## config.mk

```make
export PLATFORM = sky130hd
export DESIGN_NAME = rcw_watchdog
export DESIGN_NICKNAME = d
export VERILOG_FILES = /design/src/core/rcw_pkg.sv /design/src/core/rcw_cnt_if.sv /design/src/core/rcw_watchdog.sv /design/src/core/rcw_down_counter.sv /design/src/core/rcw_ctrl_regs.sv
export SDC_FILE = /design/constraint.sdc
export NUM_CORES = 1
export LEC_CHECK = 0
export BUFFER_PORTS_ARGS = -buffer_cell sky130_fd_sc_hd__buf_2
export CAP_MARGIN = 40
export CORE_ASPECT_RATIO = 1.75
export CORE_MARGIN = 10
export CORE_UTILIZATION = 45
export CTS_CLUSTER_DIAMETER = 60
export CTS_CLUSTER_SIZE = 24
export DETAILED_ROUTE_END_ITERATION = 16
export GPL_TIMING_DRIVEN = 0
export PLACE_DENSITY = 0.65
export SYNTH_ARGS = -nofsm -noshare
export SYNTH_HDL_FRONTEND = slang
export SYNTH_SLANG_ARGS = --single-unit
```

## constraint.sdc

```tcl
create_clock -name core_clk -period 5.11 [get_ports core_clk]
set_clock_uncertainty 0.15 [all_clocks]
set_input_delay 1.022 -clock core_clk [delete_from_list [all_inputs] [get_ports core_clk]]
set_output_delay 1.022 -clock core_clk [all_outputs]
set_load 0.01 [all_outputs]
```

## src/core/rcw_pkg.sv

```systemverilog
// constants, states and the operation summary for the reconfiguration watchdog
// Operation
// - the status register is written by the error logic one cycle before the factory load request is raised.
// - restart, error, crc and time-out triggers clear the control register to zero, a core trigger alone loads it from the update register.
// - the watchdog counts down from the value that the factory configuration wrote into the control register.
// - the watchdog counter is 29 bits wide.
// - the reload value is the 12-bit timeout field with the fixed 17-bit constant appended below it.
// - each step of the timeout field changes the period by two to the power 17 counter ticks.
// - the counter advances on ticks of either the 10 MHz internal oscillator or the user clock of up to 40 MHz.
// - counting starts only after the application configuration has entered user mode.
// - an expired count raises an internal time-out signal toward the upgrade control logic.
// - a time-out sets the watchdog time-out flag in the status register and then requests the factory load.
// - crc errors seen while the configuration loads are a reconfiguration error source.
package rcw_pkg;

  localparam int unsigned CNT_WIDTH   = 29;
  localparam int unsigned FIELD_WIDTH = 12;
  localparam int unsigned LOW_WIDTH   = 17;
  localparam logic [LOW_WIDTH-1:0] LOW_CONST = 17'h00008;

  localparam int unsigned CTRL_WIDTH    = 13;
  localparam int unsigned CTRL_EN_BIT   = 12;
  localparam logic [CTRL_WIDTH-1:0] CTRL_RESET = 13'h0000;

  localparam int unsigned STAT_WIDTH   = 5;
  localparam int unsigned STAT_RESTART = 0;
  localparam int unsigned STAT_ERROR   = 1;
  localparam int unsigned STAT_CRC     = 2;
  localparam int unsigned STAT_CORE    = 3;
  localparam int unsigned STAT_WD      = 4;
  localparam logic [STAT_WIDTH-1:0] STAT_RESET = 5'h00;

  localparam int unsigned OSC_FREQ_MHZ     = 10;
  localparam int unsigned USER_CLK_MAX_MHZ = 40;
  localparam int unsigned RELOAD_MIN_NS    = 250;
  localparam int unsigned CORE_CLK_MHZ     = 200;
  localparam int unsigned RELOAD_MIN_CYC   = (RELOAD_MIN_NS * CORE_CLK_MHZ + 999) / 1000;

  typedef enum logic [3:0] {
    ST_LOAD    = 4'h1,
    ST_USER    = 4'h2,
    ST_STATUS  = 4'h4,
    ST_RECONF  = 4'h8
  } rcw_state_t;

endpackage : rcw_pkg

```

## src/core/rcw_cnt_if.sv

```systemverilog
// interface between the watchdog control and its down-counter
`timescale 1ns/1ps
`default_nettype none
interface rcw_cnt_if;
  logic                         load;
  logic                         step;
  logic [rcw_pkg::CNT_WIDTH-1:0] reloadValue;
  logic [rcw_pkg::CNT_WIDTH-1:0] count;
  logic                         expired;

  modport ctrl (output load, output step, output reloadValue, input count, input expired);
  modport cnt  (input load, input step, input reloadValue, output count, output expired);
endinterface : rcw_cnt_if
`default_nettype wire

```

## src/core/rcw_watchdog.sv

```systemverilog
// reconfiguration watchdog: session sequencing, trigger capture and counter control
`timescale 1ns/1ps
`default_nettype none
module rcw_watchdog (
  input  wire logic                           core_clk,
  input  wire logic                           nrst,
  input  wire logic                           watchdogReloadN,
  input  wire logic                           configRestartN,
  input  wire logic                           configErrorN,
  input  wire logic                           crcError,
  input  wire logic                           coreReconfigReq,
  input  wire logic                           userModeEntry,
  input  wire logic                           factoryWrite,
  input  wire logic [rcw_pkg::CTRL_WIDTH-1:0] factoryData,
  input  wire logic [rcw_pkg::CTRL_WIDTH-1:0] updateData,
  input  wire logic                           userClockSelect,
  input  wire logic                           oscTick,
  input  wire logic                           userClockInputTick,
  output logic      [rcw_pkg::CTRL_WIDTH-1:0] controlReg,
  output logic      [rcw_pkg::STAT_WIDTH-1:0] statusReg,
  output logic                                watchdogTimeout,
  output logic                                factoryLoad,
  output logic                                userMode
);

  ////////////////////////////////////////////////////////////////////////////////
  // state and decode

  rcw_pkg::rcw_state_t state_q;
  rcw_pkg::rcw_state_t state_d;
  logic                timeout_q;
  logic                factoryLoad_q;
  logic                userMode_q;
  logic                timedOut_q;

  rcw_cnt_if cntBus ();

  wire logic inLoad   = (state_q == rcw_pkg::ST_LOAD);
  wire logic inUser   = (state_q == rcw_pkg::ST_USER);
  wire logic inStatus = (state_q == rcw_pkg::ST_STATUS);
  wire logic inReconf = (state_q == rcw_pkg::ST_RECONF);

  wire logic wdEnabled = controlReg[rcw_pkg::CTRL_EN_BIT];
  wire logic reloadReq = !watchdogReloadN;
  // ticks stand for the slow counter clocks, sampled in the core domain
  wire logic counterTick = userClockSelect ? userClockInputTick : oscTick;

  wire logic restartEv = !configRestartN;
  wire logic errorEv   = !configErrorN;
  wire logic crcEv     = crcError && inLoad;
  wire logic coreEv    = coreReconfigReq && inUser;
  // one-shot: a second expiry in the same session is ignored
  wire logic wdEv      = cntBus.expired && inUser && wdEnabled && !timedOut_q;

  wire logic [rcw_pkg::STAT_WIDTH-1:0] causeVec = {wdEv, coreEv, crcEv, errorEv, restartEv};
  // triggers are not taken while the factory load request is out
  wire logic trigger   = (causeVec != '0) && !inStatus && !inReconf;
  wire logic enterUser = inLoad && userModeEntry && !trigger;

  ////////////////////////////////////////////////////////////////////////////////
  // sequencing

  always_comb begin
    state_d = state_q;
    case (state_q)
      rcw_pkg::ST_LOAD: begin
        if (trigger) begin
          state_d = rcw_pkg::ST_STATUS;
        end else if (userModeEntry) begin
          state_d = rcw_pkg::ST_USER;
        end
      end
      rcw_pkg::ST_USER: begin
        if (trigger) begin
          state_d = rcw_pkg::ST_STATUS;
        end
      end
      // status is written on the trigger edge, so the load waits one cycle
      rcw_pkg::ST_STATUS: state_d = rcw_pkg::ST_RECONF;
      rcw_pkg::ST_RECONF: state_d = rcw_pkg::ST_LOAD;
      default:            state_d = rcw_pkg::ST_LOAD;
    endcase
  end

  always_ff @(posedge core_clk) begin
    if (!nrst) begin
      state_q <= rcw_pkg::ST_LOAD;
    end else begin
      state_q <= state_d;
    end
  end

  always_ff @(posedge core_clk) begin
    if (!nrst) begin
      timeout_q     <= 1'b0;
      factoryLoad_q <= 1'b0;
      userMode_q    <= 1'b0;
      timedOut_q    <= 1'b0;
    end else begin
      timeout_q     <= wdEv && !inStatus && !inReconf;
      factoryLoad_q <= inStatus;
      userMode_q    <= (state_d == rcw_pkg::ST_USER);
      timedOut_q    <= enterUser ? 1'b0 : (timedOut_q || wdEv);
    end
  end

  ////////////////////////////////////////////////////////////////////////////////
  // counter control

  assign cntBus.reloadValue = {controlReg[rcw_pkg::FIELD_WIDTH-1:0], rcw_pkg::LOW_CONST};
  assign cntBus.load = enterUser || (inUser && reloadReq);
  // held reload keeps the count parked at its reload value
  assign cntBus.step = inUser && wdEnabled && counterTick && !reloadReq && !timedOut_q;

  rcw_down_counter #(
    .WIDTH (rcw_pkg::CNT_WIDTH)
  ) uCounter (
    .core_clk (core_clk),
    .nrst     (nrst),
    .cnt      (cntBus.cnt)
  );

  rcw_ctrl_regs uRegs (
    .core_clk     (core_clk),
    .nrst         (nrst),
    .factoryWrite (factoryWrite && inLoad),
    .factoryData  (factoryData),
    .updateData   (updateData),
    .statusLoad   (trigger),
    .causeVec     (causeVec),
    .controlReg   (controlReg),
    .statusReg    (statusReg)
  );

  assign watchdogTimeout = timeout_q;
  assign factoryLoad     = factoryLoad_q;
  assign userMode        = userMode_q;

endmodule : rcw_watchdog
`default_nettype wire

```

## src/core/rcw_down_counter.sv

```systemverilog
// 29-bit watchdog down-counter with reload and one-shot expiry
`timescale 1ns/1ps
`default_nettype none
module rcw_down_counter #(
  parameter int unsigned WIDTH = rcw_pkg::CNT_WIDTH
) (
  input wire logic core_clk,
  input wire logic nrst,
  rcw_cnt_if.cnt   cnt
);

  logic [WIDTH-1:0] count_q;
  logic             expired_q;
  wire  logic       atOne = (count_q == WIDTH'(1));
  wire  logic       run   = cnt.step && (count_q != '0);

  always_ff @(posedge core_clk) begin
    if (!nrst) begin
      count_q   <= '0;
      expired_q <= 1'b0;
    end else if (cnt.load) begin
      count_q   <= cnt.reloadValue;
      expired_q <= 1'b0;
    end else if (run) begin
      count_q   <= count_q - WIDTH'(1);
      expired_q <= atOne;
    end
  end

  assign cnt.count   = count_q;
  assign cnt.expired = expired_q;

endmodule : rcw_down_counter
`default_nettype wire

```

## src/core/rcw_ctrl_regs.sv

```systemverilog
// upgrade control and status registers with trigger-dependent update
`timescale 1ns/1ps
`default_nettype none
module rcw_ctrl_regs (
  input  wire logic                           core_clk,
  input  wire logic                           nrst,
  input  wire logic                           factoryWrite,
  input  wire logic [rcw_pkg::CTRL_WIDTH-1:0] factoryData,
  input  wire logic [rcw_pkg::CTRL_WIDTH-1:0] updateData,
  input  wire logic                           statusLoad,
  input  wire logic [rcw_pkg::STAT_WIDTH-1:0] causeVec,
  output logic      [rcw_pkg::CTRL_WIDTH-1:0] controlReg,
  output logic      [rcw_pkg::STAT_WIDTH-1:0] statusReg
);

  logic [rcw_pkg::CTRL_WIDTH-1:0] control_q;
  logic [rcw_pkg::STAT_WIDTH-1:0] status_q;

  // only a pure core trigger keeps configuration; any error cause wins
  wire logic coreOnly = (causeVec == rcw_pkg::STAT_WIDTH'(1 << rcw_pkg::STAT_CORE));

  always_ff @(posedge core_clk) begin
    if (!nrst) begin
      control_q <= rcw_pkg::CTRL_RESET;
    end else if (statusLoad) begin
      control_q <= coreOnly ? updateData : rcw_pkg::CTRL_RESET;
    end else if (factoryWrite) begin
      control_q <= factoryData;
    end
  end

  always_ff @(posedge core_clk) begin
    if (!nrst) begin
      status_q <= rcw_pkg::STAT_RESET;
    end else if (statusLoad) begin
      status_q <= causeVec;
    end
  end

  assign controlReg = control_q;
  assign statusReg  = status_q;

endmodule : rcw_ctrl_regs
`default_nettype wire

```

==> impl_metrics.sql <==
INSERT INTO impl_metrics (metric_group, metric, value, unit) VALUES
('route', 'number_of_drc_markers_in_iteration_0', '143', ''),
('cts', 'htree_num_levels', '2', ''),
('floorplanning', 'initial_utilization', '46.5', '%'),
('timing', 'worst_slack', '2.15', 'ns'),
('timing', 'timing_hold_violations_final', '0', ''),
('final_layout', 'areaGrowthSynthToFinish', '17.2', '%'),
('route', 'routed_wire_length_per_instance', '17.8', 'um'),
('timing', 'final_critical_path_share_of_the_clock_period', '58.0', '%'),
('yosys', 'synth.net_count', '371', ''),
('cts', 'clock_path_buffers', '2', ''),
('flow_run', 'cap_viol_max_count', '0', ''),
('min_path', 'class_of_the_worst_hold_path', 'register to register', ''),
('yosys', 'synth_top_cell_area_share', '38.7', '%'),
('route', 'postRouteWirelength', '8490', 'um'),
('yosys', 'synth_ff_type', 'sky130_fd_sc_hd__dfxtp_1', ''),
('power_and_ir_drop', 'design_power_total', '1.01', 'mW'),
('global_route', 'global_route_wire_length_before_repair', '13800', 'um'),
('cts', 'cts-root-buf', 'sky130_fd_sc_hd__clkbuf_8', ''),
('route', 'drt_drc_violations_left', '0', ''),
('yosys', 'synth.lib_cells_used.distinct', '49', ''),
('cts', 'cts_buffers', '5', ''),
('final_layout', 'final_core_util', '54.5', '%'),
('setup_path', 'cp-end-kind', 'register', ''),
('yosys', 'synth-warning-count', '0', ''),
('yosys', 'synth_area_leader_cell', 'sky130_fd_sc_hd__dfxtp_1', ''),
('cts', 'cts.sink_count', '56', ''),
('cts', 'post_cts.repair.setup_buffers', '0', ''),
('setup_path', 'worst_setup_path_start_kind', 'register', ''),
('power_and_ir_drop', 'power.ir.vdd_worst', '201', 'uV'),
('cts', 'clkLatencyLatePin', '0.33', 'ns'),
('timing', 'final.setup.tns', '0', 'ns'),
('cts', 'postCtsHoldBufs', '0', ''),
('yosys', 'synth-edff-count', '0', ''),
('yosys', 'ys_seq_elements', '56', ''),
('floorplanning', 'core_region_area', '0.00623', 'mm2'),
('route', 'viasPerCell', '5.91', ''),
('cts', 'cts.reportedPaths.clkPinSlew', '0.10', 'ns'),
('final_layout', 'num_antenna_cells', '0', ''),
('floorplanning', 'fp.dieW', '80.6', 'um'),
('route', 'detail-route-antenna-nets', '0', ''),
('yosys', 'netlist_area', '0.00290', 'mm2'),
('floorplanning', 'fp.dieArea', '0.0102', 'mm2'),
('timing', 'tightest_slew', '0.621', 'ns'),
('route', 'routed-via-count', '2818', ''),
('setup_path', 'worstPathRequired', '5.18', 'ns'),
('yosys', 'synth_cell_count_leaders', 'sky130_fd_sc_hd__dfxtp_1 (56), sky130_fd_sc_hd__nor2_1 (26), sky130_fd_sc_hd__nand2_1 (24)', ''),
('timing', 'fin_crit', '2.96', 'ns'),
('timing', 'finalSetupViolations', '0', ''),
('setup_path', 'worst_ep_arrival_time', '3.04', 'ns'),
('timing', 'slew_headroom', '58.2', '%'),
('status', 'status', 'complete, no violations', ''),
('setup_path', 'timing.critical_path.fanout_max', '10', ''),
('global_route', 'grt_antenna_before_repair', '0', ''),
('route', 'first_pass_detailed_route_iteration_total', '4', ''),
('placement', 'dpl.hpwl', '6570', 'um'),
('floorplanning', 'chipHeight', '126', 'um'),
('power_and_ir_drop', 'cellLeakagePower', '1.49', 'nW'),
('power_and_ir_drop', 'powerDensity', '298', 'mW/mm2'),
('floorplanning', 'io_pins', '59', ''),
('placement', 'i_o_buffers', '57', ''),
('floorplanning', 'num_rows', '38', ''),
('global_route', 'grt_start_max_net_pins', '17', ''),
('timing', 'rsz0062_at_grt', 'no', ''),
('final_layout', 'final_cell_count_no_fill', '477', ''),
('yosys', 'synthMostInstantiatedCell', 'sky130_fd_sc_hd__dfxtp_1', ''),
('placement', 'dp_worst_setup_slack', '1.87', 'ns'),
('final_layout', 'num-nets-final', '436', ''),
('timing', 'fmax', '337', 'MHz'),
('cts', 'tritoncts', 'yes', ''),
('placement', 'gp_congestion', '0.881', ''),
('placement', 'placed_cells', '469', ''),
('yosys', 'ys_seq_area_share', '38.7', '%'),
('timing', 'number_of_pins_exceeding_their_max_slew_limit_in_the_final_report', '0', ''),
('global_route', 'first_global_vias', '2790', ''),
('yosys', 'syn_inst', '331', ''),
('yosys', 'synthTopCellsByArea', 'sky130_fd_sc_hd__dfxtp_1 (39%), sky130_fd_sc_hd__o211a_1 (4.5%), sky130_fd_sc_hd__o2bb2ai_1 (3.9%)', ''),
('global_route', 'global_route.usage.total', '16.8', '%'),
('yosys', 'async_reset_ff_share', '0', '%'),
('global_route', 'remaining_global_route_overflow', '0', ''),
('yosys', 'syn-mean-instance-area', '8.75', 'um2'),
('setup_path', 'kind_of_critical_path', 'register to register', ''),
('final_layout', 'drive_above_1_share', '21.2', '%'),
('cts', 'post_cts.resized_instances', '0', '');
## layout make-up
class / count / area [um2]
clock inverters: 2 / 35.0
fillers: 631 / 2840
multi-input cells: 250 / 1680
plain buffers: 20 / 80.1
repair buffers: 58 / 289
flip-flops and latches: 56 / 1120
inverters: 5 / 18.8
well taps: 80 / 100
clock buffers: 6 / 72.6
## where the power goes
part	switching, mW	internal, mW	leakage, nW
sequential	0.0216	0.461	0.454
combinational	0.148	0.0850	0.986
clock	0.149	0.146	0.0552
## cell families after synthesis
family                   synth area share [%]
AND/OR/NAND/NOR                          29.3
buffers and inverters                    3.41
flip-flops                               38.7
XOR/XNOR                                0.303
AO/OA/AOI/OAI                            23.6
adder cells (fa/ha/maj)                 0.864
multiplexers                             3.80
## cell usage in the layout, fill, tap and decap left out, types with 3 or more instances in the layout
master and count:
sky130_fd_sc_hd__nand2_1 24, sky130_fd_sc_hd__a211oi_1 3, sky130_fd_sc_hd__or3_2 5, sky130_fd_sc_hd__nor4_1 15, sky130_fd_sc_hd__o21ai_0 10, sky130_fd_sc_hd__dfxtp_1 56
sky130_fd_sc_hd__nor2_1 26, sky130_fd_sc_hd__mux2i_1 11, sky130_fd_sc_hd__inv_1 5, sky130_fd_sc_hd__nor3_1 6, sky130_fd_sc_hd__nand2b_1 13, sky130_fd_sc_hd__nand3_1 3
sky130_fd_sc_hd__a21oi_1 15, sky130_fd_sc_hd__and3_1 5, sky130_fd_sc_hd__or4_1 14, sky130_fd_sc_hd__o211a_1 13, sky130_fd_sc_hd__or2_2 3, sky130_fd_sc_hd__nor2b_1 4
sky130_fd_sc_hd__buf_1 3, sky130_fd_sc_hd__o41ai_1 3, sky130_fd_sc_hd__o31ai_1 12, sky130_fd_sc_hd__buf_2 61, sky130_fd_sc_hd__and2_1 4, sky130_fd_sc_hd__o2bb2ai_1 13
sky130_fd_sc_hd__a31oi_1 10, sky130_fd_sc_hd__o311ai_0 4, sky130_fd_sc_hd__nor4b_1 3, sky130_fd_sc_hd__nand4_1 5, sky130_fd_sc_hd__or3_1 4, sky130_fd_sc_hd__clkbuf_8 5
sky130_fd_sc_hd__clkbuf_1 15
## per-layer routing
metal / vias to the layer above / track usage (%) / wire, um
met3: 11 / 4.13 / 525
met5: - / 0 / 0
met4: 0 / 6.15 / 161
met1: 1327 / 17.4 / 3230
met2: 75 / 30.9 / 4570
li1: 1405 / - / -
## final timing paths
check / startpoint / end / slack [ns] / depth (start not counted)
worst max-delay path: uCounter.cnt.count[22]$_SDFFE_PN0P_ / uCounter.cnt.count[19]$_SDFFE_PN0P_ / 2.15 / 7
worst min-delay path: uRegs.statusReg[4]$_SDFFE_PN0P_ / uRegs.statusReg[4]$_SDFFE_PN0P_ / 0.32 / 2
worst max register to register: uCounter.cnt.count[22]$_SDFFE_PN0P_ / uCounter.cnt.count[19]$_SDFFE_PN0P_ / 2.15 / 7
worst min register to register: uRegs.statusReg[4]$_SDFFE_PN0P_ / uRegs.statusReg[4]$_SDFFE_PN0P_ / 0.32 / 2
## stage by stage
| stage | cell area, um2 | hold slack (ns) |
|---|---|---|
| final | 3390 | 0.316 |
| after global routing | 3390 | 0.340 |
| after CTS | 3390 | 0.320 |
| after detailed placement | 3280 | 0.304 |
| after global placement | 3280 | 0.288 |
| after floorplan | 2900 | 0.292 |
## critical path: stages (launching register included)
cell and delay [ns]:
sky130_fd_sc_hd__dfxtp_1 0.38, sky130_fd_sc_hd__or4_1 0.56, sky130_fd_sc_hd__or4_1 0.50, sky130_fd_sc_hd__nor4_1 0.35
sky130_fd_sc_hd__buf_2 0.28, sky130_fd_sc_hd__buf_2 0.26, sky130_fd_sc_hd__a211oi_1 0.08, sky130_fd_sc_hd__o31a_1 0.29
## state kept, by name (all words and copies together), names as in the netlist, 4 cells and up
signal / count
state_q: 4
uCounter.cnt.count: 29
uRegs.controlReg: 13
uRegs.statusReg: 5
(Power assumes the default switching activity.)
